===== src/rtl/vsd_defs.svh =====
// Constants for the video sync detect and clock setup controller
`ifndef VSD_DEFS_SVH
`define VSD_DEFS_SVH

// Device register addresses
`define VSD_DEV_SYNC_ACT      8'h01
`define VSD_DEV_SYNC_POL      8'h02
`define VSD_DEV_HS_SLICER     8'h03
`define VSD_DEV_GREEN_SLICER  8'h04
`define VSD_DEV_INPUT_CFG     8'h05
`define VSD_DEV_RED_OFS       8'h09
`define VSD_DEV_GREEN_OFS     8'h0a
`define VSD_DEV_BLUE_OFS      8'h0b
`define VSD_DEV_OFS_LSB_RANGE 8'h0c
`define VSD_DEV_LINE_HI       8'h0e
`define VSD_DEV_LINE_LO       8'h0f
`define VSD_DEV_PHASE         8'h10
`define VSD_DEV_SERVO_CTL     8'h17

// Device field values and positions
`define VSD_GREEN_SLICER_DEF  8'h16
`define VSD_GREEN_LPF_MASK    8'h10
`define VSD_HS_THR_RISE       3'h1
`define VSD_HS_THR_FALL       3'h6
`define VSD_PHASE_MASK        8'h3f
`define VSD_ST_HS             0
`define VSD_ST_VS             1
`define VSD_ST_GREEN          2
`define VSD_ST_TRI            3
`define VSD_ST_COMPOSITE_SYNC          4
`define VSD_SEL_SEPARATE      2'h0
`define VSD_SEL_COMPOSITE_SYNC_HS      2'h1
`define VSD_SEL_COMPOSITE_SYNC_GREEN   2'h2

// Configuration sequence
`define VSD_CFG_LAST          4'h9
`define VSD_TRI_POLLS         3'h4

// Controller register map
`define VSD_REG_CTRL          4'h0
`define VSD_REG_LINE_HI       4'h1
`define VSD_REG_LINE_LO       4'h2
`define VSD_REG_PHASE         4'h3
`define VSD_REG_RED_OFS       4'h4
`define VSD_REG_GREEN_OFS     4'h5
`define VSD_REG_BLUE_OFS      4'h6
`define VSD_REG_OFS_LSB       4'h7
`define VSD_REG_RESULT        4'h8
`define VSD_REG_ACT           4'h9
`define VSD_REG_POL           4'ha

// Control register bits
`define VSD_CTRL_APPLY        0
`define VSD_CTRL_DETECT       1
`define VSD_CTRL_FALL         2
`define VSD_CTRL_SERVO_OFF    3
`define VSD_CTRL_RANGE        4

`endif


===== src/rtl/vsd_pkg.sv =====
// Types shared by the sync detect controller
package vsd_pkg;
    typedef enum logic [5:0]
    {
        VSD_IDLE = 6'h01,
        VSD_CFG  = 6'h02,
        VSD_RD   = 6'h04,
        VSD_GAP  = 6'h08,
        VSD_CAP  = 6'h10,
        VSD_SEL  = 6'h20
    } vsd_state_e;

    typedef enum logic [1:0]
    {
        VSD_SRC_NONE     = 2'h0,
        VSD_SRC_SEPARATE = 2'h1,
        VSD_SRC_CS_HS    = 2'h2,
        VSD_SRC_CS_GREEN = 2'h3
    } vsd_src_e;
endpackage : vsd_pkg


===== src/rtl/vsd_classify.sv =====
// Sync source decision from the activity bits
`timescale 1ns/100ps
`default_nettype none
module vsd_classify
(
    input  wire logic          hs_act,
    input  wire logic          vs_act,
    input  wire logic          green_act,
    input  wire logic          tri_seen,
    output vsd_pkg::vsd_src_e  source,
    output logic               tri_likely,
    output logic               mode_check
);
    always_comb
    begin
        source     = vsd_pkg::VSD_SRC_NONE;
        tri_likely = 1'b0;
        mode_check = 1'b0;
        if (hs_act && vs_act)
        begin
            source = vsd_pkg::VSD_SRC_SEPARATE;
        end
        else if (hs_act)
        begin
            source = vsd_pkg::VSD_SRC_CS_HS;
        end
        else if (!vs_act && green_act)
        begin
            source     = vsd_pkg::VSD_SRC_CS_GREEN;
            tri_likely = tri_seen;
            mode_check = !tri_seen;
        end
        else
        begin
            source = vsd_pkg::VSD_SRC_NONE;
        end
    end
endmodule // vsd_classify
`default_nettype wire


===== src/rtl/vsd_tri_vote.sv =====
// Counts repeated status reads and notes whether any of them showed the trilevel bit
`timescale 1ns/100ps
`default_nettype none
module vsd_tri_vote
(
    input  wire logic        clock,
    input  wire logic        reset_n,
    input  wire logic        clear,
    input  wire logic        sample,
    input  wire logic        tri_bit,
    output logic [2:0]       polls,
    output logic             seen
);
    always_ff @(posedge clock)
    begin
        if (!reset_n || clear)
        begin
            polls <= 3'h0;
            seen  <= 1'b0;
        end
        else if (sample)
        begin
            polls <= polls + 3'h1;
            seen  <= seen | tri_bit;
        end
    end
endmodule // vsd_tri_vote
`default_nettype wire


===== src/rtl/vsd_ctl.sv =====
// Host controller that programs a video digitizer and identifies its sync source
//
// Overview of operation
// - Host programs slicer code 001b for rising, 110b for falling edge lock.
// - Host loads 0x16 into the green sync slicer register as default.
// - Host always keeps the green sync low-pass filter bit set.
// - Host checks decision entries in order, first match wins.
// - Horizontal and vertical activity both set means separate sync.
// - Horizontal only: select composite on horizontal, then check composite detect.
// - Green only, no trilevel: composite on green, consult mode table.
// - Green and trilevel set: composite on green, likely trilevel.
// - No horizontal, vertical or green activity: no valid sync.
// - Composite source is written to input config and detect bit confirmed.
// - Horizontal and vertical activity outrank green activity.
// - Trilevel bit is read several times before trusting it.
//
// Our own choice: the plain strobed port.
`timescale 1ns/100ps
`default_nettype none
`include "vsd_defs.svh"
module vsd_ctl
(
    input  wire logic        clock,
    input  wire logic        reset_n,
    input  wire logic [3:0]  sw_addr,
    input  wire logic [7:0]  sw_wdata,
    input  wire logic        sw_wr,
    input  wire logic        sw_rd,
    output logic      [7:0]  sw_rdata,
    output logic      [7:0]  dev_addr,
    output logic      [7:0]  dev_wdata,
    output logic             dev_wr,
    output logic             dev_rd,
    input  wire logic [7:0]  dev_rdata
);
    vsd_pkg::vsd_state_e state;
    vsd_pkg::vsd_state_e next_state;
    vsd_pkg::vsd_src_e   source;
    vsd_pkg::vsd_src_e   result_src;

    logic [7:0]  ctrl;
    logic [7:0]  line_hi;
    logic [7:0]  line_lo;
    logic [7:0]  phase;
    logic [7:0]  red_ofs;
    logic [7:0]  green_ofs;
    logic [7:0]  blue_ofs;
    logic [5:0]  ofs_lsb;
    logic [7:0]  act_status;
    logic [7:0]  pol_status;
    logic [3:0]  cfg_idx;
    logic [7:0]  rd_target;
    logic        confirmed;
    logic        tri_result;
    logic        mode_result;
    logic        done;
    logic        vote_clear;
    logic        vote_sample;
    logic [2:0]  polls;
    logic        tri_seen;
    logic        tri_likely;
    logic        mode_check;
    logic [15:0] cfg_word;

    wire logic apply_req  = sw_wr && (sw_addr == `VSD_REG_CTRL) && sw_wdata[`VSD_CTRL_APPLY];
    wire logic detect_req = sw_wr && (sw_addr == `VSD_REG_CTRL) && sw_wdata[`VSD_CTRL_DETECT];
    wire logic busy       = (state != vsd_pkg::VSD_IDLE);

    // Address and data of one step of the setup sequence
    function automatic logic [15:0] cfg_entry(input logic [3:0] idx);
        logic [7:0] ofs_ext;
        ofs_ext = 8'h00;
        // extension bits only in manual offset mode
        if (ctrl[`VSD_CTRL_SERVO_OFF])
        begin
            ofs_ext = {ofs_lsb, 2'h0};
        end
        ofs_ext[0] = ctrl[`VSD_CTRL_RANGE];
        case (idx)
            // slicer default, filter bit forced on
            4'h0:    cfg_entry = {`VSD_DEV_GREEN_SLICER, `VSD_GREEN_SLICER_DEF | `VSD_GREEN_LPF_MASK};
            4'h1:    cfg_entry = {`VSD_DEV_HS_SLICER, 5'h00,
                                  ctrl[`VSD_CTRL_FALL] ? `VSD_HS_THR_FALL : `VSD_HS_THR_RISE};
            // offsets, meaning set by the servo bit
            4'h2:    cfg_entry = {`VSD_DEV_RED_OFS, red_ofs};
            4'h3:    cfg_entry = {`VSD_DEV_GREEN_OFS, green_ofs};
            4'h4:    cfg_entry = {`VSD_DEV_BLUE_OFS, blue_ofs};
            4'h5:    cfg_entry = {`VSD_DEV_OFS_LSB_RANGE, ofs_ext};
            // line total drives the pixel clock
            4'h6:    cfg_entry = {`VSD_DEV_LINE_HI, line_hi};
            4'h7:    cfg_entry = {`VSD_DEV_LINE_LO, line_lo};
            4'h8:    cfg_entry = {`VSD_DEV_PHASE, phase & `VSD_PHASE_MASK};
            4'h9:    cfg_entry = {`VSD_DEV_SERVO_CTL, 7'h00, ctrl[`VSD_CTRL_SERVO_OFF]};
            default: cfg_entry = 16'h0000;
        endcase
    endfunction

    // Procedural so the word follows the settings that the function reads
    always_comb
    begin
        cfg_word = cfg_entry(cfg_idx);
    end

    vsd_classify u_classify
    (
        .hs_act     (act_status[`VSD_ST_HS]),
        .vs_act     (act_status[`VSD_ST_VS]),
        .green_act  (act_status[`VSD_ST_GREEN]),
        .tri_seen   (tri_seen),
        .source     (source),
        .tri_likely (tri_likely),
        .mode_check (mode_check)
    );

    vsd_tri_vote u_tri_vote
    (
        .clock   (clock),
        .reset_n (reset_n),
        .clear   (vote_clear),
        .sample  (vote_sample),
        .tri_bit (dev_rdata[`VSD_ST_TRI]),
        .polls   (polls),
        .seen    (tri_seen)
    );

    // True while the status read is the composite confirmation
    function automatic logic busy_confirm();
        busy_confirm = (result_src == vsd_pkg::VSD_SRC_CS_HS)
                    || (result_src == vsd_pkg::VSD_SRC_CS_GREEN);
    endfunction

    // Apply wins over a detect request in the same write
    assign vote_clear  = (state == vsd_pkg::VSD_IDLE) && detect_req && !apply_req;

    always_comb
    begin
        vote_sample = (state == vsd_pkg::VSD_CAP) && (rd_target == `VSD_DEV_SYNC_ACT)
                      && (polls != `VSD_TRI_POLLS) && !busy_confirm();
    end

    always_comb
    begin
        next_state = state;
        case (state)
            vsd_pkg::VSD_IDLE:
            begin
                if (apply_req)
                    next_state = vsd_pkg::VSD_CFG;
                else if (detect_req)
                    next_state = vsd_pkg::VSD_RD;
            end
            vsd_pkg::VSD_CFG:
            begin
                if (cfg_idx == `VSD_CFG_LAST)
                    next_state = vsd_pkg::VSD_IDLE;
            end
            vsd_pkg::VSD_RD:  next_state = vsd_pkg::VSD_GAP;
            vsd_pkg::VSD_GAP: next_state = vsd_pkg::VSD_CAP;
            vsd_pkg::VSD_CAP:
            begin
                if (rd_target == `VSD_DEV_SYNC_POL)
                    next_state = (source == vsd_pkg::VSD_SRC_NONE) ? vsd_pkg::VSD_IDLE
                                                                   : vsd_pkg::VSD_SEL;
                else if (busy_confirm())
                    next_state = vsd_pkg::VSD_IDLE;
                else
                    next_state = vsd_pkg::VSD_RD;
            end
            vsd_pkg::VSD_SEL:
            begin
                next_state = (source == vsd_pkg::VSD_SRC_SEPARATE) ? vsd_pkg::VSD_IDLE
                                                                   : vsd_pkg::VSD_RD;
            end
            default: next_state = vsd_pkg::VSD_IDLE;
        endcase
    end

    always_ff @(posedge clock)
    begin
        if (!reset_n)
            state <= vsd_pkg::VSD_IDLE;
        else
            state <= next_state;
    end

    // Setup sequence index
    always_ff @(posedge clock)
    begin
        if (!reset_n || state != vsd_pkg::VSD_CFG)
            cfg_idx <= 4'h0;
        else
            cfg_idx <= cfg_idx + 4'h1;
    end

    always_ff @(posedge clock)
    begin
        if (!reset_n)
            rd_target <= `VSD_DEV_SYNC_ACT;
        else if (state == vsd_pkg::VSD_IDLE)
            rd_target <= `VSD_DEV_SYNC_ACT;
        else if (state == vsd_pkg::VSD_CAP && rd_target == `VSD_DEV_SYNC_ACT
                 && !busy_confirm() && polls == `VSD_TRI_POLLS - 3'h1)
            rd_target <= `VSD_DEV_SYNC_POL;
        else if (state == vsd_pkg::VSD_SEL)
            rd_target <= `VSD_DEV_SYNC_ACT;
    end

    // Device register port
    always_ff @(posedge clock)
    begin
        if (!reset_n)
        begin
            dev_addr  <= 8'h00;
            dev_wdata <= 8'h00;
            dev_wr    <= 1'b0;
            dev_rd    <= 1'b0;
        end
        else
        begin
            dev_wr <= 1'b0;
            dev_rd <= 1'b0;
            case (state)
                vsd_pkg::VSD_CFG:
                begin
                    dev_addr  <= cfg_word[15:8];
                    dev_wdata <= cfg_word[7:0];
                    dev_wr    <= 1'b1;
                end
                vsd_pkg::VSD_RD:
                begin
                    dev_addr <= rd_target;
                    dev_rd   <= 1'b1;
                end
                vsd_pkg::VSD_SEL:
                begin
                    dev_addr <= `VSD_DEV_INPUT_CFG;
                    dev_wr   <= 1'b1;
                    case (source)
                        vsd_pkg::VSD_SRC_CS_HS:    dev_wdata <= {3'h0, `VSD_SEL_COMPOSITE_SYNC_HS, 3'h0};
                        vsd_pkg::VSD_SRC_CS_GREEN: dev_wdata <= {3'h0, `VSD_SEL_COMPOSITE_SYNC_GREEN, 3'h0};
                        default:                   dev_wdata <= {3'h0, `VSD_SEL_SEPARATE, 3'h0};
                    endcase
                end
                default:
                begin
                    dev_addr  <= dev_addr;
                    dev_wdata <= dev_wdata;
                end
            endcase
        end
    end

    // Captured device status and decision outcome
    always_ff @(posedge clock)
    begin
        if (!reset_n)
        begin
            act_status  <= 8'h00;
            pol_status  <= 8'h00;
            result_src  <= vsd_pkg::VSD_SRC_NONE;
            confirmed   <= 1'b0;
            tri_result  <= 1'b0;
            mode_result <= 1'b0;
            done        <= 1'b0;
        end
        else if (state == vsd_pkg::VSD_IDLE && detect_req && !apply_req)
        begin
            result_src <= vsd_pkg::VSD_SRC_NONE;
            confirmed  <= 1'b0;
            done       <= 1'b0;
        end
        else if (state == vsd_pkg::VSD_CAP)
        begin
            if (rd_target == `VSD_DEV_SYNC_POL)
            begin
                pol_status  <= dev_rdata;
                result_src  <= source;
                tri_result  <= tri_likely;
                mode_result <= mode_check;
                done        <= (source == vsd_pkg::VSD_SRC_NONE);
            end
            else if (busy_confirm())
            begin
                // composite must show its detect bit
                confirmed <= dev_rdata[`VSD_ST_COMPOSITE_SYNC];
                done      <= 1'b1;
            end
            else
            begin
                act_status <= dev_rdata;
            end
        end
        else if (state == vsd_pkg::VSD_SEL && source == vsd_pkg::VSD_SRC_SEPARATE)
        begin
            done <= 1'b1;
        end
    end

    // Software writable settings
    always_ff @(posedge clock)
    begin
        if (!reset_n)
        begin
            ctrl      <= 8'h00;
            line_hi   <= 8'h00;
            line_lo   <= 8'h00;
            phase     <= 8'h00;
            red_ofs   <= 8'h00;
            green_ofs <= 8'h00;
            blue_ofs  <= 8'h00;
            ofs_lsb   <= 6'h00;
        end
        else if (sw_wr && !busy)
        begin
            case (sw_addr)
                `VSD_REG_CTRL:      ctrl      <= {3'h0, sw_wdata[4:2], 2'h0};
                `VSD_REG_LINE_HI:   line_hi   <= sw_wdata;
                `VSD_REG_LINE_LO:   line_lo   <= sw_wdata;
                `VSD_REG_PHASE:     phase     <= sw_wdata & `VSD_PHASE_MASK;
                `VSD_REG_RED_OFS:   red_ofs   <= sw_wdata;
                `VSD_REG_GREEN_OFS: green_ofs <= sw_wdata;
                `VSD_REG_BLUE_OFS:  blue_ofs  <= sw_wdata;
                `VSD_REG_OFS_LSB:   ofs_lsb   <= sw_wdata[5:0];
                default:            ctrl      <= ctrl;
            endcase
        end
    end

    // Software read port, data one cycle after the strobe
    always_ff @(posedge clock)
    begin
        if (!reset_n)
            sw_rdata <= 8'h00;
        else if (sw_rd)
        begin
            case (sw_addr)
                `VSD_REG_CTRL:      sw_rdata <= {busy, ctrl[6:0]};
                `VSD_REG_LINE_HI:   sw_rdata <= line_hi;
                `VSD_REG_LINE_LO:   sw_rdata <= line_lo;
                `VSD_REG_PHASE:     sw_rdata <= phase;
                `VSD_REG_RED_OFS:   sw_rdata <= red_ofs;
                `VSD_REG_GREEN_OFS: sw_rdata <= green_ofs;
                `VSD_REG_BLUE_OFS:  sw_rdata <= blue_ofs;
                `VSD_REG_OFS_LSB:   sw_rdata <= {2'h0, ofs_lsb};
                `VSD_REG_RESULT:    sw_rdata <= {done, 1'b0, mode_result, tri_result,
                                                 confirmed, 1'b0, result_src};
                `VSD_REG_ACT:       sw_rdata <= act_status;
                `VSD_REG_POL:       sw_rdata <= pol_status;
                default:            sw_rdata <= 8'h00;
            endcase
        end
        else
            sw_rdata <= 8'h00;
    end
endmodule // vsd_ctl
`default_nettype wire


===== config.mk =====
export PLATFORM = sky130hd
export DESIGN_NAME = vsd_ctl
export DESIGN_NICKNAME = d
export VERILOG_FILES = /design/src/rtl/vsd_pkg.sv /design/src/rtl/vsd_classify.sv /design/src/rtl/vsd_tri_vote.sv /design/src/rtl/vsd_ctl.sv
export VERILOG_INCLUDE_DIRS = /design/src /design/src/rtl
export SDC_FILE = /design/constraint.sdc
export NUM_CORES = 1
export LEC_CHECK = 0
export BUFFER_PORTS_ARGS = -buffer_cell sky130_fd_sc_hd__buf_2
export CORE_ASPECT_RATIO = 2
export CORE_UTILIZATION = 48
export DETAILED_ROUTE_END_ITERATION = 6
export PLACE_DENSITY = 0.65
export SLEW_MARGIN = 20
export SYNTH_ARGS = -nofsm -noshare
export SYNTH_HDL_FRONTEND = slang
export SYNTH_HIERARCHICAL = 1
export SYNTH_SLANG_ARGS = --single-unit

===== constraint.sdc =====
create_clock -name clock -period 3.02 [get_ports clock]
set_clock_uncertainty 0.1 [all_clocks]
set_input_delay 0.302 -clock clock [delete_from_list [all_inputs] [get_ports clock]]
set_output_delay 0.302 -clock clock [all_outputs]
set_load 0.005 [all_outputs]

==> Yosys cells after proc, flatten, opt, wreduce, memory -nomap -nowiden <==
Index checks and enable logic that the tools add are counted.
{ "classes": {"n_eq_ne": 39, "n_addsub": 2, "n_reduce_logical": 48, "muxes": 32, "n_bitwise": 5} }
{ "ops": {"columns": ["op", "count"], "rows": [
  ["$pmux 13 s10", 1],
  ["$pmux 8 s11", 1],
  ["$pmux 6 s6", 1],
  ["$eq 4x3->1 const B", 8],
  ["$mux 6", 5],
  ["$pmux 8 s3", 1],
  ["$reduce_and 2->1", 12],
  ["$eq 4x4->1 const B", 5],
  ["$eq 4x2->1 const B", 4],
  ["$pmux 8 s2", 1],
  ["$logic_and 1x1->1", 14],
  ["$mux 1", 12],
  ["$eq 2x2->1 const B", 5],
  ["$mux 2", 5],
  ["$pmux 5 s2", 1],
  ["$mux 3", 3],
  ["$eq 4x1->1 const B", 2],
  ["$logic_not 4->1", 2],
  ["$mux 8", 1],
  ["$eq 6x1->1 const B", 1],
  ["$eq 6x2->1 const B", 1],
  ["$eq 6x3->1 const B", 1],
  ["$eq 6x4->1 const B", 1],
  ["$eq 6x5->1 const B", 1],
  ["other kinds (20)", 37]
]} }
{ "word_totals": {"wordCells": 151, "register_bits": 119, "output_inout_bits": 26, "in_bits": 24} }

==> Depth between registers and ports, before layout <==
{ "depth": {"word_depth": 9, "mapped_depth": 8, "mapped_depth_nobuf": 6} }

==> By module <==
Netlist, hierarchy kept.
{ "by_module_without_submodules": {"columns": ["module", "cells_each", "area_per_inst_um2", "instances"], "rows": [
  ["vsd_ctl", 678, 5884.4, 1],
  ["vsd_tri_vote", 15, 156.4, 1],
  ["vsd_classify", 6, 42.5, 1]
]} }

==> Least setup slack after synthesis <==
Ideal clock, no wire load.
{ "synth_path": {"kind": "register to register", "startpoint": "reg state[1]", "endpoint": "reg u_tri_vote.polls[1]", "path_stages_with_launch": 9, "synth_period_minus_slack_ns": 2.356, "setup_slack_ns": 0.664, "arrival_ns": 2.140, "t_required_ns": 2.804, "cell_sequence": "dfxtp_1 > clkbuf_1 > nor4_1 > buf_2 > buf_2 > nand3_1 > a21oi_1 > mux2i_1 > nor2_1"} }
{ "synth_between": {"elab_chain_cells": 4, "elab_cells_between_ends": 8} }
{ "synth_lines": {"columns": ["item", "line_no", "source"], "rows": [
  ["from (decl)", "vsd_ctl.sv:36", "vsd_pkg::vsd_state_e state;"],
  ["from (signal assigned)", "vsd_ctl.sv:181", "state <= vsd_pkg::VSD_IDLE;"],
  ["from (signal assigned)", "vsd_ctl.sv:183", "state <= next_state;"],
  ["$eq 6x5->1", "vsd_ctl.sv:137", "vote_sample = (state == vsd_pkg::VSD_CAP) && (rd_target == `VSD_DEV_SYNC_ACT)"],
  ["$logic_and 1x1->1 (3 in a row)", "vsd_ctl.sv:137", null],
  ["via vote_sample", "vsd_ctl.sv:58", "logic vote_sample;"],
  ["to (signal assigned)", "vsd_tri_vote.sv:23", "polls <= polls + 3'h1;"],
  ["to (decl)", "vsd_tri_vote.sv:11", "output logic [2:0] polls,"]
]} }
The timed path passes the listed nets, and every way through them passes these cells.
A chain may end at the register's enable or synchronous reset.

==> Final worst setup path <==
{ "layout_path": {"startpoint": "reg state[1]", "endpoint": "reg blue_ofs[2]"} }
{ "layout_between": {"elab_chain_cells": 4} }
{ "layout_lines": {"columns": ["item", "line_no", "source"], "rows": [
  ["$ne 6x1->1", "vsd_ctl.sv:67", "wire logic busy = (state != vsd_pkg::VSD_IDLE);"],
  ["$logic_not 1->1", "vsd_ctl.sv:313", "else if (sw_wr && !busy)"],
  ["$logic_and 1x1->1", "vsd_ctl.sv:313", null],
  ["$reduce_and 2->1 (no source line)", null, null],
  ["to (signal assigned)", "vsd_ctl.sv:322", "`VSD_REG_BLUE_OFS: blue_ofs <= sw_wdata;"],
  ["to (decl)", "vsd_ctl.sv:47", "logic [7:0] blue_ofs;"]
]} }
No other way between the ends.

==> summary.txt <==
Logic synthesis
  • Post-synth EDFFs: 0
  • Synth warn: 6
  • Area of the mapped netlist: 6080 um^2
  • Top cell type's share of synthesized area: 0.382
  • Cell taking the most area after synthesis: dfxtp_1
  • Library cells used by synthesis: just under 80
  • Register area share after synthesis: 0.382
  • Cells after synthesis: 699
  • Post-synthesis sequential element count: 116
  • Synth Flop Type: dfxtp_1
  • Post-synth ARST share: 0
  • Synth top cells by count: 116 x dfxtp_1, 98 x nor2_1, 78 x mux2i_1
  • Mapped Avg Cell Area: just under 9 um^2
  • Most frequent cell after synthesis: dfxtp_1
  • Top cells by area, synth: dfxtp_1 38%, mux2i_1 13%, nor2_1 6.0%, a21oi_1 3.0%, clkbuf_1 3.0%

Route
  • DRC errors left: 0
  • Detail Route Antenna Nets: 0
  • Final wirelength: between 15 and 20 mm
  • Drt first-iter violations: about 390
  • Max layer used: met4
  • Vias: 5586
  • Met2 WL: ~10 mm
  • WL met3: 1.09 mm
  • Metal-1 WL: 7.17 mm
  • Pre-antenna DRT Iters: 6
  • DR WL/cell: 22.1 um
  • Via density: 6.34

Setup path
  • CP cell instances: or4_1 > nor4_4 > mux2i_1 > nor2_1
  • Crit path largest cell delay: about 800 ps
  • Crit end category: register
  • RR Endpoint: blue_ofs[2]$_SDFFE_PN0P_
  • Startpoint types: register
  • Arrival @ worst endpoint: 2780 ps
  • Critical path class: register to register
  • Worst r2r src: state[1]$_SDFFE_PN0P_
  • Slowest CP cell: nor4_4
  • R2R Setup Slk: approximately 440 ps
  • FF-to-FF path depth: 4
  • Required time worst endpoint: around 3200 ps
  • Crit-path max FO: 11

Layout
  • Inserted Diodes: 0
  • Util after Layout: 0.574
  • Nets: 752
  • Area Growth Syn to Fin: 15.8%
  • Final instance area: 7040 um^2
  • Layout cells sized above 1: 0.165

Clock network
  • Number of buffers created by CTS: 17
  • Clk slew on worst S/H paths: ~60 ps
  • Clk_lat worst skew: 420 ps
  • CTS tree: yes
  • Clk root buf: clkbuf_16
  • Hold buffer count at cts: 0
  • CTS H-tree lvls: 4
  • Setup Buffers After CTS: 0
  • Clk sink count: 116
  • PostCTS Resize Cnt: 0
  • Clk buf depth: 2

Global route
  • Largest net degree at the start of global routing: 54
  • Total gr overflow: 0
  • Initial antenna violation count: 0
  • Global-route wire length before repair: 30.6 mm
  • GRT Util Overall: 0.316
  • Number of global-route vias before repair: about 5400

Min path
  • Hold EP: act_status[2]$_SDFFE_PN0P_
  • Type of the worst min-delay path: primary input to register
  • Hold Path Cell Cnt: 3
  • Min-Delay Startpoint: dev_rdata[2]

Timing
  • Final worst-path cycle share: 0.853
  • RSZ-0062 raised after global routing: no
  • Final Setup Violations: 0
  • Achievable frequency: approximately 0.39 GHz
  • Transition time of the tightest slew-check pin: 1090 ps
  • Fin crit period: 2580 ps
  • Final hold vios: 0
  • Setup tns final: 0 ps
  • Slew HR: 0.269
  • Final Max Tran Viols: 0

Floorplan
  • Die Area: around 13000 um^2
  • Initial Utilization: 0.496
  • Die span in y: 161 um
  • I/O pin count: 50
  • Std-Cell Core Area: 12300 um^2
  • Die width: 81.6 um
  • FP Rows: 57

Placed design
  • Routability congestion estimate: 0.905
  • Post-DP HPWL: 14.2 mm
  • Port Buffers: 46
  • Post-placement cell area: 6410 um^2

Job
  • Max Cap Viol: 0

Run status
  • Outcome: completed

Power and ir drop
  • Cell Pwr Density: ~590 nW/um^2
  • Tot Pwr: 4.19 mW
  • Leakage power: 2.80 nW
  • Worst IR drop on VDD: 0.472 mV
[metal layers]
| layer | vias to the layer above | global-route usage |
|---|---|---|
| met4 | 0 | 0.208 |
| met5 | - | 0 |
| met2 | 263 | 0.535 |
| li1 | 2593 | - |
| met1 | 2651 | 0.344 |
| met3 | 79 | 0.0621 |
[area by class of cell]
cell class              instances  area [um^2]
fillers                      1121         5230
multi-input cells             506         3460
flip-flops and latches        116         2320
clock buffers                  23          488
repair buffers                 63          370
well taps                     147          184
clock inverters                 8          148
inverters                      18         67.6
[power breakdown]
part	switching, mW	total, mW	internal, mW
combinational	0.271	0.401	0.131
clock	0.717	2.18	1.46
sequential	0.0458	1.61	1.56
total	1.03	4.19	3.15
[worst max-delay path, delay by kind of cell (launching register included)]
family | cells | cell delay [ps]
and+or+nand+nor | 3 | 1660
DFF | 1 | 420
muxes | 1 | 280
[worst max path at each step]
stage | to | depth (start not counted) | slack, ps | start
final | blue_ofs[2]$_SDFFE_PN0P_ | 4 | 440 | state[1]$_SDFFE_PN0P_
after CTS | blue_ofs[2]$_SDFFE_PN0P_ | 4 | 460 | state[1]$_SDFFE_PN0P_
after detailed placement | blue_ofs[2]$_SDFFE_PN0P_ | 4 | 490 | state[1]$_SDFFE_PN0P_
after floorplan | u_tri_vote/polls[1]$_SDFFE_PP0P_ | 8 | 660 | state[1]$_SDFFE_PN0P_
after global placement | blue_ofs[7]$_SDFFE_PN0P_ | 4 | 550 | state[1]$_SDFFE_PN0P_
after global routing | blue_ofs[4]$_SDFFE_PN0P_ | 4 | 370 | state[1]$_SDFFE_PN0P_
[placed cells by master, fill, tap and decap left out, drive strengths merged, types with 10 or more instances in the layout]
cell	instances
inv	18
mux2i	78
clkbuf	23
dfxtp	116
nand2b	11
a22oi	16
nor2	98
nor2b	12
nand3	25
nand2	30
o21ai	15
a31oi	10
buf	63
a21oi	37
nand3b	11
[kinds of logic (layout without fill, tap and decap cells)]
| group | Yosys count | after routing | share of synthesized area |
|---|---|---|---|
| other | 1 | 3 | 0.000616 |
| buffers and inverters | 79 | 112 | 0.0524 |
| and+or+nand+nor | 247 | 247 | 0.217 |
| xor gates and xnor gates | 6 | 6 | 0.00864 |
| adders and majority gates | 6 | 6 | 0.0123 |
| DFF | 116 | 116 | 0.382 |
| muxes | 85 | 85 | 0.141 |
| AOI/OAI and AO/OA | 159 | 159 | 0.186 |
[through the flow]
stage / hold slack (ps) / instances / setup slack [ps]
after CTS: 29.0 / 881 / 464
after floorplan: 336 / 701 / 664
after global routing: 50.4 / 881 / 374
final: 35.7 / 881 / 444
after global placement: 339 / 850 / 553
after detailed placement: 346 / 850 / 494
(Power assumes the default switching activity.)
